$ cat src/shared/dcp_pkg.sv
// Shared constants and types for the dual-core power and reset controller
package dcp_pkg;
  localparam int CLK_HZ = 200_000_000;
  localparam int CLK_MHZ = 200;
  localparam real LF_CLK_KHZ = 32.768;
  localparam int LF_CLK_HZ = int'(LF_CLK_KHZ * 1000.0);
  localparam int RST_HOLD_NS = 100;
  localparam int RST_HOLD_CYC_I = (RST_HOLD_NS * CLK_MHZ + 999) / 1000;
  localparam logic [7:0] RST_HOLD_CYC = 8'(RST_HOLD_CYC_I);
  localparam logic [7:0] CNT_ZERO = 8'h00;
  localparam int RTC_W = 24;
  localparam int ACC_W = 29;
  localparam logic [ACC_W-1:0] ACC_STEP = ACC_W'(LF_CLK_HZ);
  localparam logic [ACC_W-1:0] ACC_WRAP = ACC_W'(CLK_HZ);
  localparam int GPIO_N = 48;
  localparam int GPIO_SEL_W = 6;
  localparam int RAM_SECT_N = 8;
  localparam int PERIPH_N = 4;
  localparam int CAUSE_N = 6;
  localparam int CAUSE_POR = 0;
  localparam int CAUSE_PIN = 1;
  localparam int CAUSE_BROWNOUT = 2;
  localparam int CAUSE_WAKE = 3;
  localparam int CAUSE_SOFT = 4;
  localparam int CAUSE_WDOG = 5;
  localparam logic [CAUSE_N-1:0] CAUSE_RESET_VAL = 6'h01;
  localparam logic [1:0] MODE_RESET = 2'h0;
  localparam logic [1:0] MODE_RUN = 2'h1;
  localparam logic [1:0] MODE_IDLE = 2'h2;
  localparam logic [1:0] MODE_OFF = 2'h3;
  typedef enum logic [3:0] {
    ST_RESET = 4'h1,
    ST_RUN = 4'h2,
    ST_IDLE = 4'h4,
    ST_OFF = 4'h8
  } dcp_state_e;
endpackage

$ cat src/hw/dcp_rtc_counter.sv
// Real-time counter ticking at the low-frequency clock rate
`timescale 1ns/100ps
module dcp_rtc_counter
  import dcp_pkg::*;
(
  input wire logic ref_clk_in,
  input wire logic reset_n_in,
  input wire logic run_in,
  input wire logic [RTC_W-1:0] compare_in,
  output logic tick_out,
  output logic [RTC_W-1:0] count_out,
  output logic compare_event_out,
  output logic overflow_event_out
);
  logic [ACC_W-1:0] acc_q;
  logic [ACC_W-1:0] acc_sum;
  logic [ACC_W-1:0] acc_d;
  logic lf_tick;
  logic [RTC_W-1:0] count_d;

  // RULE_19 - fractional divider to low-frequency rate
  assign acc_sum = acc_q + ACC_STEP;
  assign lf_tick = run_in && (acc_sum >= ACC_WRAP);
  assign acc_d = !run_in ? acc_q : (lf_tick ? acc_sum - ACC_WRAP : acc_sum);
  assign count_d = lf_tick ? count_out + RTC_W'(1) : count_out;

  always_ff @(posedge ref_clk_in or negedge reset_n_in) begin
    if (!reset_n_in) begin
      acc_q <= '0;
      tick_out <= 1'b0;
      count_out <= '0;
      compare_event_out <= 1'b0;
      overflow_event_out <= 1'b0;
    end else begin
      acc_q <= acc_d;
      tick_out <= lf_tick;
      count_out <= count_d;
      compare_event_out <= lf_tick && (count_d == compare_in);
      overflow_event_out <= lf_tick && (count_d == '0);
    end
  end
endmodule

$ cat src/hw/dcp_power_ctrl.sv
// Power-mode and reset sequencer for the application and network cores
//
// Contract
// RULE_01 - After power-on reset the device enters the run state.
// RULE_02 - Comparator rise, NFC field or USB supply arrival leave deep-off.
// RULE_03 - Counter event, radio event or NFC field return idle to run.
// RULE_04 - Idle has constant-latency and low-power sub-modes.
// RULE_05 - Deep-off powers down core functions and aborts all tasks.
// RULE_06 - Any selected general-purpose pin can trigger deep-off.
// RULE_07 - Brownout resets the whole system; network core stays held off.
// RULE_08 - Saving settings to non-volatile memory is not allowed under brownout.
// RULE_09 - Power-on starts only the application core; network core held off.
// RULE_10 - Pin reset restarts like power-on, network core held off.
// RULE_11 - Leaving deep-off resets the system with network core held off.
// RULE_12 - App soft reset resets both cores; network soft reset only network.
// RULE_13 - App watchdog resets app core; network watchdog resets only network.
// RULE_14 - Application core can hold the network core off while running.
// RULE_15 - Network core runs independently; unused sections are powered down.
// RULE_16 - RAM sections retained per section according to power state.
// RULE_17 - Real-time counter runs in run and deep-off states.
// RULE_18 - Real-time counter produces timed events to other blocks.
// RULE_19 - Real-time counter clocked at the 32.768 kHz low-frequency rate.
// RULE_20 - Reset pin asserts asynchronously and releases synchronously.
`timescale 1ns/100ps
module dcp_power_ctrl
  import dcp_pkg::*;
(
  input wire logic ref_clk_in,
  input wire logic reset_n_in,
  input wire logic pin_reset_n_in,
  input wire logic supply_ok_in,
  input wire logic brownout_in,
  input wire logic comp_rise_in,
  input wire logic nfc_field_in,
  input wire logic vbus_present_in,
  input wire logic radio_event_in,
  input wire logic cpu_idle_in,
  input wire logic idle_low_power_in,
  input wire logic off_request_in,
  input wire logic [GPIO_N-1:0] gpio_in,
  input wire logic [GPIO_SEL_W-1:0] off_pin_sel_in,
  input wire logic off_pin_en_in,
  input wire logic app_soft_reset_in,
  input wire logic net_soft_reset_in,
  input wire logic app_wdog_timeout_in,
  input wire logic net_wdog_timeout_in,
  input wire logic net_hold_in,
  input wire logic net_release_in,
  input wire logic [PERIPH_N-1:0] periph_used_in,
  input wire logic [RAM_SECT_N-1:0] ram_retain_run_in,
  input wire logic [RAM_SECT_N-1:0] ram_retain_off_in,
  input wire logic [RTC_W-1:0] rtc_compare_in,
  output logic [1:0] mode_out,
  output logic app_reset_out,
  output logic net_reset_out,
  output logic net_held_out,
  output logic core_power_out,
  output logic net_power_out,
  output logic const_latency_on_out,
  output logic task_abort_out,
  output logic nvm_save_ok_out,
  output logic [PERIPH_N-1:0] periph_power_out,
  output logic [RAM_SECT_N-1:0] ram_power_out,
  output logic [CAUSE_N-1:0] reset_cause_out,
  output logic rtc_tick_out,
  output logic [RTC_W-1:0] rtc_count_out,
  output logic rtc_compare_event_out,
  output logic rtc_overflow_event_out
);
  dcp_state_e state_q;
  dcp_state_e state_d;
  logic pin_meta_q;
  logic pin_sync_q;
  logic off_pin_prev_q;
  logic vbus_prev_q;
  logic sys_kind_q;
  logic sys_kind_d;
  logic [7:0] rst_cnt_q;
  logic [7:0] rst_cnt_d;
  logic [7:0] net_cnt_q;
  logic [7:0] net_cnt_d;
  logic [CAUSE_N-1:0] cause_d;
  logic net_held_d;
  logic boot_q;

  // RULE_20 - async assert, sync release
  wire pin_arst_n = reset_n_in && pin_reset_n_in;
  always_ff @(posedge ref_clk_in or negedge pin_arst_n) begin
    if (!pin_arst_n) begin
      pin_meta_q <= 1'b0;
      pin_sync_q <= 1'b0;
    end else begin
      pin_meta_q <= 1'b1;
      pin_sync_q <= pin_meta_q;
    end
  end

  // RULE_10 - pin reset restarts app core
  wire pin_reset_act = !pin_sync_q;
  wire rtc_event = rtc_compare_event_out;
  wire off_pin_now = (off_pin_sel_in < GPIO_SEL_W'(GPIO_N)) && gpio_in[off_pin_sel_in];
  // RULE_06 - selected pin edge requests deep-off
  wire off_pin_trig = off_pin_en_in && off_pin_now && !off_pin_prev_q;
  wire vbus_rise = vbus_present_in && !vbus_prev_q;
  // RULE_07 - brownout and supply override all
  wire force_reset = !supply_ok_in || brownout_in || pin_reset_act;
  wire running = (state_q == ST_RUN) || (state_q == ST_IDLE);
  wire app_sys_reset = running && app_soft_reset_in;
  wire app_wdog_reset = running && app_wdog_timeout_in;
  // RULE_02 - deep-off wake sources
  wire off_wake = comp_rise_in || nfc_field_in || vbus_rise;
  // RULE_03 - idle wake sources
  wire idle_wake = rtc_event || radio_event_in || nfc_field_in || !cpu_idle_in;
  wire off_enter = (state_q == ST_RUN) && (off_request_in || off_pin_trig);
  wire wake_reset = (state_q == ST_OFF) && off_wake;
  wire enter_reset = force_reset || app_sys_reset || app_wdog_reset || wake_reset;
  wire rst_done = (state_q == ST_RESET) && (rst_cnt_q == CNT_ZERO);
  wire net_local = running && !app_sys_reset && !app_wdog_reset
                   && (net_soft_reset_in || net_wdog_timeout_in);

  always_comb begin
    state_d = state_q;
    case (state_q)
      ST_RESET: begin
        // RULE_01 - run is the state after reset
        if (rst_done) begin
          state_d = ST_RUN;
        end
      end
      ST_RUN: begin
        if (off_enter) begin
          state_d = ST_OFF;
        end else if (cpu_idle_in) begin
          state_d = ST_IDLE;
        end
      end
      ST_IDLE: begin
        if (idle_wake) begin
          state_d = ST_RUN;
        end
      end
      ST_OFF: begin
        state_d = ST_OFF;
      end
      default: begin
        state_d = ST_RESET;
      end
    endcase
    // RULE_11 - wake from deep-off goes through reset
    if (enter_reset) begin
      state_d = ST_RESET;
    end
  end

  // RULE_12 - app watchdog alone spares network reset
  assign sys_kind_d = enter_reset ? !(app_wdog_reset && !force_reset && !app_sys_reset && !wake_reset) : sys_kind_q;
  assign rst_cnt_d = enter_reset ? RST_HOLD_CYC : (rst_cnt_q != CNT_ZERO ? rst_cnt_q - 8'h01 : CNT_ZERO);
  // RULE_13 - network-only reset window
  assign net_cnt_d = net_local ? RST_HOLD_CYC : (net_cnt_q != CNT_ZERO ? net_cnt_q - 8'h01 : CNT_ZERO);

  // RULE_14 - held off by reset or program; set wins over release
  assign net_held_d = (state_d == ST_RESET) || net_hold_in || (net_held_out && !net_release_in);

  always_comb begin
    cause_d = reset_cause_out;
    if (brownout_in) begin
      cause_d = CAUSE_N'(1) << CAUSE_BROWNOUT;
    end else if (!supply_ok_in) begin
      cause_d = CAUSE_N'(1) << CAUSE_POR;
    end else if (pin_reset_act && !boot_q) begin
      cause_d = CAUSE_N'(1) << CAUSE_PIN;
    end else if (wake_reset) begin
      cause_d = CAUSE_N'(1) << CAUSE_WAKE;
    end else if (app_sys_reset) begin
      cause_d = CAUSE_N'(1) << CAUSE_SOFT;
    end else if (app_wdog_reset) begin
      cause_d = CAUSE_N'(1) << CAUSE_WDOG;
    end
  end

  wire run_d = (state_d == ST_RUN);
  wire idle_d = (state_d == ST_IDLE);
  wire off_d = (state_d == ST_OFF);
  wire rst_d = (state_d == ST_RESET);
  wire [1:0] mode_d = off_d ? MODE_OFF : (idle_d ? MODE_IDLE : (run_d ? MODE_RUN : MODE_RESET));
  // RULE_04 - idle sub-mode resources
  wire const_lat_d = run_d || (idle_d && !idle_low_power_in);
  // RULE_16 - retention by power state
  wire [RAM_SECT_N-1:0] ram_d = off_d ? ram_retain_off_in : ((run_d || idle_d) ? ram_retain_run_in : '0);
  // RULE_15 - only used sections powered
  wire [PERIPH_N-1:0] periph_d = (run_d || idle_d) ? periph_used_in : '0;

  // RULE_09 - core power, network kept off while held
  always_ff @(posedge ref_clk_in or negedge reset_n_in) begin
    if (!reset_n_in) begin
      state_q <= ST_RESET;
      rst_cnt_q <= RST_HOLD_CYC;
      net_cnt_q <= CNT_ZERO;
      sys_kind_q <= 1'b1;
      off_pin_prev_q <= 1'b0;
      vbus_prev_q <= 1'b0;
      reset_cause_out <= CAUSE_RESET_VAL;
      net_held_out <= 1'b1;
      boot_q <= 1'b1;
    end else begin
      state_q <= state_d;
      rst_cnt_q <= rst_cnt_d;
      net_cnt_q <= net_cnt_d;
      sys_kind_q <= sys_kind_d;
      off_pin_prev_q <= off_pin_now;
      vbus_prev_q <= vbus_present_in;
      reset_cause_out <= cause_d;
      net_held_out <= net_held_d;
      boot_q <= boot_q && pin_reset_act;
    end
  end

  // RULE_05 - deep-off drops core power and aborts tasks
  always_ff @(posedge ref_clk_in or negedge reset_n_in) begin
    if (!reset_n_in) begin
      mode_out <= MODE_RESET;
      app_reset_out <= 1'b1;
      net_reset_out <= 1'b1;
      core_power_out <= 1'b1;
      net_power_out <= 1'b0;
      const_latency_on_out <= 1'b0;
      task_abort_out <= 1'b0;
      nvm_save_ok_out <= 1'b0;
      periph_power_out <= '0;
      ram_power_out <= '0;
    end else begin
      mode_out <= mode_d;
      app_reset_out <= rst_d;
      net_reset_out <= (rst_d && sys_kind_d) || (net_cnt_d != CNT_ZERO);
      core_power_out <= !off_d;
      net_power_out <= !off_d && !net_held_d;
      const_latency_on_out <= const_lat_d;
      task_abort_out <= off_enter;
      // RULE_08 - no settings save under brownout
      nvm_save_ok_out <= run_d && !brownout_in;
      periph_power_out <= periph_d;
      ram_power_out <= ram_d;
    end
  end

  // RULE_17 - counter runs outside reset, deep-off included
  wire rtc_run = (state_q != ST_RESET);

  // RULE_18 - timed counter events
  dcp_rtc_counter u_rtc (
    .ref_clk_in(ref_clk_in),
    .reset_n_in(reset_n_in),
    .run_in(rtc_run),
    .compare_in(rtc_compare_in),
    .tick_out(rtc_tick_out),
    .count_out(rtc_count_out),
    .compare_event_out(rtc_compare_event_out),
    .overflow_event_out(rtc_overflow_event_out)
  );
endmodule

$ cat config.mk
export PLATFORM = sky130hd
export DESIGN_NAME = dcp_power_ctrl
export DESIGN_NICKNAME = d
export VERILOG_FILES = /design/src/shared/dcp_pkg.sv /design/src/hw/dcp_rtc_counter.sv /design/src/hw/dcp_power_ctrl.sv
export SDC_FILE = /design/constraint.sdc
export NUM_CORES = 1
export LEC_CHECK = 0
export BUFFER_PORTS_ARGS = -buffer_cell sky130_fd_sc_hd__buf_2
export CAP_MARGIN = 40
export CORE_MARGIN = 2
export CORE_UTILIZATION = 55
export CTS_BUF_LIST = sky130_fd_sc_hd__clkbuf_8
export CTS_CLUSTER_SIZE = 40
export DETAILED_ROUTE_END_ITERATION = 16
export PLACE_DENSITY = 0.83
export SETUP_SLACK_MARGIN = 0.3
export SYNTH_ARGS = -nofsm -noshare
export SYNTH_HDL_FRONTEND = slang
export SYNTH_SLANG_ARGS = --single-unit
$ cat constraint.sdc
create_clock -name ref_clk_in -period 3.81 [get_ports ref_clk_in]
set_clock_uncertainty 0.1 [all_clocks]
set_input_delay 0.762 -clock ref_clk_in [delete_from_list [all_inputs] [get_ports ref_clk_in]]
set_output_delay 0.762 -clock ref_clk_in [all_outputs]
set_load 0.01 [all_outputs]
==> results of run 1 <==
[cell type report]
cell class,count,area [sq um],share of cell area
sequential,101,2544,0.3264
timing repair buffer,195,1039,0.1333
multi-input combinational,527,3694,0.4740
tap,143,178.9,0.02296
clock buffer,9,123.9,0.01590
clock inverter,7,116.4,0.01493
inverter,26,97.59,0.01252
[sequential cells by signal, indices dropped and copies added, names as in the netlist, 2 cells and up]
register and cells:
net_cnt_q 8, rst_cnt_q 8, u_rtc.count_out 24, u_rtc.acc_q 20, mode_out 2, ram_power_out 8, periph_power_out 4, state_q 4
reset_cause_out 6
[power groups by stage]
| stage | registers [W] | clock network [W] | logic [W] |
|---|---|---|---|
| 4_1_cts | 0.00108 | 0.000811 | 0.000187 |
| 5_1_grt | 0.00108 | 0.000854 | 0.000206 |
| 3_3_place_gp | 0.00110 | 0 | 0.000182 |
| 2_1_floorplan | 0.00110 | 0 | 0.0000801 |
| 6_report | 0.00108 | 0.000799 | 0.000187 |
| 3_5_place_dp | 0.00110 | 0 | 0.000187 |
[path summary, 6_finish.rpt]
kind | from | to | slack, ns | depth (start not counted)
setup / recovery | u_rtc.acc_q[9]$_DFFE_PN0P_ | u_rtc.compare_event_out$_DFF_PN0_ | 0.34 | 13
hold / removal | pin_reset_n_in | pin_meta_q$_DFF_PN0_ | 0.16 | 2
setup reg to reg | u_rtc.acc_q[9]$_DFFE_PN0P_ | u_rtc.compare_event_out$_DFF_PN0_ | 0.34 | 13
hold reg to reg | pin_meta_q$_DFF_PN0_ | pin_sync_q$_DFF_PN0_ | 0.26 | 0
max in group asynchronous | reset_n_in | pin_sync_q$_DFF_PN0_ | 2.38 | 3
min in group ref_clk_in | pin_meta_q$_DFF_PN0_ | pin_sync_q$_DFF_PN0_ | 0.26 | 0
[per-stage QoR]
step	worst slack, ns	total power, W	hold WS, ns
global placement	0.2141	0.001286	0.2378
finish	0.3390	0.002069	0.1561
global route	0.2114	0.002146	0.1460
detailed placement	0.1004	0.001291	0.2427
CTS	0.3118	0.002082	0.1507
floorplan	0.3509	0.001185	0.2312
[cell families after synthesis]
kind of cell	after synthesis
xor+xnor	90
flops	101
fa+ha+maj	9
compound gates	116
simple gates	297
other cells	1
mux	14
buf+inv	54
[cell usage in the layout, fill, tap and decap left out, drive strengths merged, types with 4 or more instances in the layout]
cell	instances
buf	195
dfrtp	91
nand2	83
nor2	67
xnor2	58
o21ai	32
nand3	29
xor2	28
inv	28
a21oi	23
nor3	20
and3	13
mux4	13
nand4	13
nor2b	11
nor4	11
dfstp	10
a31oi	10
clkbuf	9
ha	9
nand2b	8
and2	8
or4	7
a211oi	6
nand3b	6
a22oi	6
nor4b	5
a22o	4
a211o	4
xnor3	4
a32oi	4
or2	4
[routing by layer]
layer / global-route usage / vias up / share of wire
li1: - / 2777 / -
met2: 0.4541 / 290 / 0.49
met5: 0 / - / 0
met3: 0.04899 / 30 / 0.076
met1: 0.3369 / 2788 / 0.41
met4: 0.07819 / 0 / 0.019
[timing repair]
action | 4_1_cts | 5_1_grt
pin swaps | 1 | 3
gates resized for setup | 3 | 15
setup buffers | 5 | 2
endpoints found under the setup margin | 2 | 2
hold endpoints to repair | 0 | 0
[worst reg2reg max path, stage by stage, from the launching register on]
cell       delay (ns)
dfrtp_1          0.43
inv_1            0.09
ha_1             0.17
or4b_4           0.48
o2111ai_2        0.19
a21oi_2          0.09
o211a_4          0.28
a21oi_4          0.25
buf_4            0.17
o31ai_1          0.10
a211oi_1         0.28
nand4_1          0.17
or4_1            0.43
nor4_2           0.15
==> flow_metrics.py, run 1 <==
metrics = {
    "status": {
        "outcome": "finished clean",
    },
    "job": {
        "drv_cap": 0,
    },
    "routing": {
        "via_per_inst": 5.838,
        "wl_per_cell_um": 16.48,
        "drt_iter0_drc": 361,
        "drc": 0,
        "ant_nets": 0,
        "drt-total-wl_um": 16610,
        "drt-pass1-iter-count": 5,
        "vias": 5885,
    },
    "worst_setup_path": {
        "crit_family": "simple AND/OR/NAND/NOR gates",
        "crit_chain": "inv_1, ha_1, or4b_4, o2111ai_2, a21oi_2, o211a_4, a21oi_4, buf_4, o31ai_1, a211oi_1, nand4_1, or4_1, nor4_2",
        "worstPathRequired_ns": 3.99,
        "worstSetupStartpointType": "register",
        "crit_buf_inv": 2,
        "critical_path_class": "register to register",
        "slowest_delay_ns": 0.48,
        "cp.arrival_ns": 3.65,
        "cp_slowest_cell": "or4b_4",
        "crit_fanout": 7,
        "end_kind": "register",
    },
    "placement": {
        "place_congestion": 0.9615,
        "dpl.cell_count": 985,
        "port_buffers": 171,
        "post_dp_cell_area_sq_mm": 0.007421,
        "dpl.hpwl_um": 12640,
    },
    "synth": {
        "synth-async-reset-ratio": 1.000,
        "synth.most_common_cell": "dfrtp_1",
        "synth_area_leaders": "dfrtp_1 36%, xnor2_1 8.0%, nand2_1 4.8%, mux4_2 4.6%, dfstp_2 4.1%",
        "synth_common_cells": "91 x dfrtp_1, 82 x nand2_1, 66 x nor2_1",
        "yosys.area.top_type_share": 0.3566,
        "yosys.area_share.simple": 0.2414,
        "synth_adder_area_share": 0.01763,
        "synth.avg_cell_area_sq_um": 9.364,
        "synth_top_family_by_area": "simple AND/OR/NAND/NOR gates",
        "syn_area_sq_mm": 0.006386,
        "ys.flop_type": "dfrtp_1",
        "ys_warn_count": 0,
        "synthMuxAreaShare": 0.04741,
        "synth_cell_types": 78,
        "syn-num-nets": 808,
        "yosysSeqAreaShare": 0.3977,
        "synthCells": 682,
        "synth_compound_area_frac": 0.1275,
        "synth_seq_cells": 101,
        "synth_xor_xnor_area_share": 0.1321,
        "synth_top_cell_by_area": "dfrtp_1",
        "synth_edf_count": 0,
    },
    "power": {
        "power.internal_w": 0.001566,
        "p_leak_nw": 3.729,
        "p_per_area_mw_per_mm2": 265.6,
        "vdd_drop_max_mv": 0.2254,
        "p_clk_frac": 0.386,
        "switching_power_w": 0.0005032,
        "comb_power_share": 0.090,
        "swShare": 0.2432,
        "seqPwrFrac": 0.524,
    },
    "global_routing": {
        "grt_pass1_vias": 5781,
        "grt_usage": 0.2623,
        "gr-total-overflow": 0,
        "antenna_found_initial": 0,
        "grt_max_degree": 44,
        "grt_pass1_wl_um": 26880,
    },
    "clock_network": {
        "cts_max_level": 3,
        "ctsHoldBuffers": 0,
        "numCtsBuffers": 9,
        "cts.sinks": 101,
        "clkTransAtPathRegs_ns": 0.10,
        "cts_tree": "done",
        "clk_latency_ns": 0.38,
        "cts.path.max_buffers": 2,
        "root_buffer": "clkbuf_8",
    },
    "floorplan": {
        "placementRows": 39,
        "coreArea_sq_mm": 0.01137,
        "start_util": 0.5617,
        "io_pins": 172,
        "die_area_sq_mm": 0.01249,
        "die_width_um": 111.8,
        "die_y_um": 111.8,
    },
    "sta": {
        "fin_crit_sh": 0.9110,
        "hold_violations": 0,
        "tightest_slew_ns": 0.6959,
        "tns_ns": 0,
        "fmax_ghz": 0.2881,
        "slew_headroom": 0.5241,
        "final-setup-viol-count": 0,
        "slew_violations": 0,
        "rsz0062_at_grt": "true",
        "period_needed_ns": 3.471,
    },
    "final_layout": {
        "fillers": 849,
        "antenna_cells": 0,
        "utilization": 0.6854,
        "finalInstanceArea_sq_mm": 0.007792,
        "drive_gt1_frac": 0.3098,
        "layout-area-overhead-vs-synth_pct": 22.02,
        "layout.cells.non_filler": 1008,
        "fin_nets": 986,
    },
    "hold_path": {
        "hold_class": "input pin to async pin",
    },
}
Note: power is estimated with default switching activity, not from simulation.
==> run 2: changes to the inputs <==
clock period = 3.95 ns   (was 3.81 ns; I/O delays follow)
==> flow_metrics.py, run 2 (synthesis results as in run 1) <==
metrics = {
    "final_layout": {
        "utilization": 0.6843,
        "layout_common_cells": "170 x buf_2, 90 x dfrtp_1, 82 x nand2_1",
        "top_regs": "u_rtc.count_out (24), u_rtc.acc_q (20)",
        "top_register": "u_rtc.count_out",
        "layout-area-overhead-vs-synth_pct": 21.83,
        "antenna_cells": 0,
        "fin_nets": 988,
        "fillers": 858,
        "largest_reg_flops": 24,
        "final_common_cell": "buf_2",
        "drive_gt1_frac": 0.3068,
    },
    "worst_setup_path": {
        "r2r_slack_ns": 0.45,
        "crit_fanout": 8,
        "reg2reg_to": "u_rtc.compare_event_out$_DFF_PN0_",
        "end_kind": "register",
        "cp.arrival_ns": 3.70,
        "crit_start": "u_rtc.acc_q[17]$_DFFE_PN0N_",
        "critical_path_class": "register to register",
        "rr_startpoint": "u_rtc.acc_q[17]$_DFFE_PN0N_",
        "worstPathRequired_ns": 4.15,
        "r2r_cells": 10,
        "worstSetupStartpointType": "register",
    },
    "clock_network": {
        "ctsHoldBuffers": 0,
        "cts_tree": "done",
        "cts.path.max_buffers": 2,
        "cts.sinks": 101,
        "numCtsBuffers": 9,
        "clk_latency_ns": 0.38,
        "clkTransAtPathRegs_ns": 0.11,
        "root_buffer": "clkbuf_8",
        "cts_max_level": 3,
    },
    "sta": {
        "tns_ns": 0,
        "fin_crit_sh": 0.8869,
        "slew_headroom": 0.4882,
        "final-setup-viol-count": 0,
        "rsz0062_at_grt": "false",
        "hold_violations": 0,
        "slew_violations": 0,
        "timing.final.ws_setup_ns": 0.4467,
        "period_needed_ns": 3.503,
        "tightest_slew_ns": 0.7483,
        "fmax_ghz": 0.2854,
    },
    "floorplan": {
        "die_width_um": 111.8,
        "placementRows": 39,
        "die_area_sq_mm": 0.01249,
        "start_util": 0.5617,
        "die_y_um": 111.8,
        "coreArea_sq_mm": 0.01137,
        "io_pins": 172,
    },
    "hold_path": {
        "hold_class": "input pin to async pin",
    },
    "global_routing": {
        "gr-total-overflow": 0,
        "grt_pass1_wl_um": 27780,
        "grt_usage": 0.2706,
        "antenna_found_initial": 0,
        "grt_max_degree": 47,
        "grt_pass1_vias": 5858,
    },
    "placement": {
        "place_congestion": 0.9361,
        "pre_cts_ws_ns": 0.1079,
        "port_buffers": 171,
        "dpl.hpwl_um": 12860,
    },
    "power": {
        "p_leak_nw": 3.733,
        "vdd_drop_max_mv": 0.1977,
        "total_power_w": 0.001936,
        "p_per_area_mw_per_mm2": 248.8,
    },
    "routing": {
        "drt-total-wl_um": 16650,
        "via_per_inst": 5.839,
        "ant_nets": 0,
        "drt_iter0_drc": 385,
        "wl_per_cell_um": 16.49,
        "drt-pass1-iter-count": 5,
        "vias": 5897,
        "drc": 0,
    },
    "status": {
        "outcome": "finished clean",
    },
    "job": {
        "drv_cap": 0,
    },
}
run 2: cell types whose count changed in the layout (fill, tap and decap cells not counted), sizes merged:
cell / delta
bufinv: -1
buf: +2
clkinvlp: +1
run 2: layout make-up:
type                            count  area [sq um]  share of cell area
Multi-Input combinational cell    527          3691              0.4744
Sequential cell                   101          2541              0.3266
Timing Repair Buffer              197          1054              0.1354
Tap cell                          143         178.9             0.02300
Clock buffer                        9         123.9             0.01592
Inverter                           26         100.1             0.01287
Clock inverter                      7         91.34             0.01174
run 2: critical path: stages, from the launching register on:
cell and delay, ns:
dfrtp_1 0.58, nand4_4 0.21, nor4_1 0.39, o21ai_0 0.24, a21oi_4 0.27, a21oi_4 0.09
or4_4 0.55, a211oi_2 0.23, nand4_1 0.16, or4_4 0.45, nor4_2 0.14
run 2: stage by stage:
step	std cells	cell area, sq um	hold WS (ns)
detailed placement	985	7421	0.2405
global route	1010	7780	0.1737
floorplan	682	6386	0.2312
global placement	985	7421	0.2388
CTS	1004	7667	0.1723
finish	1010	7780	0.1781
run 2: report_power, final:
part	switching (W)	total [W]	internal (W)
logic	0.0000855	0.000181	0.0000958
registers	0.00000406	0.00105	0.00104
clock network	0.000401	0.000709	0.000308
total	0.000491	0.00194	0.00145
run 2: worst max-delay path by stage:
stage,endpoint,slack [ns],cells after the start
floorplan,net_power_out$_DFF_PN0_,0.46,10
global placement,u_rtc.compare_event_out$_DFF_PN0_,0.24,12
detailed placement,u_rtc.compare_event_out$_DFF_PN0_,0.11,11
CTS,u_rtc.compare_event_out$_DFF_PN0_,0.31,12
global route,u_rtc.compare_event_out$_DFF_PN0_,0.30,13
finish,u_rtc.compare_event_out$_DFF_PN0_,0.45,10
run 2: per-layer routing:
layer  GRT usage  wire length, um  vias to the layer above
met5           0                0                        -
met4     0.08889              382                        0
met3     0.05117             1223                       45
met2      0.4687             8293                      276
met1      0.3434             6753                     2800
li1            -                -                     2776
run 2: timing repair:
action,4_1_cts,5_1_grt
gates resized for setup,3,14
setup buffers,3,6
pin swaps,1,3
setup endpoints to repair,2,3
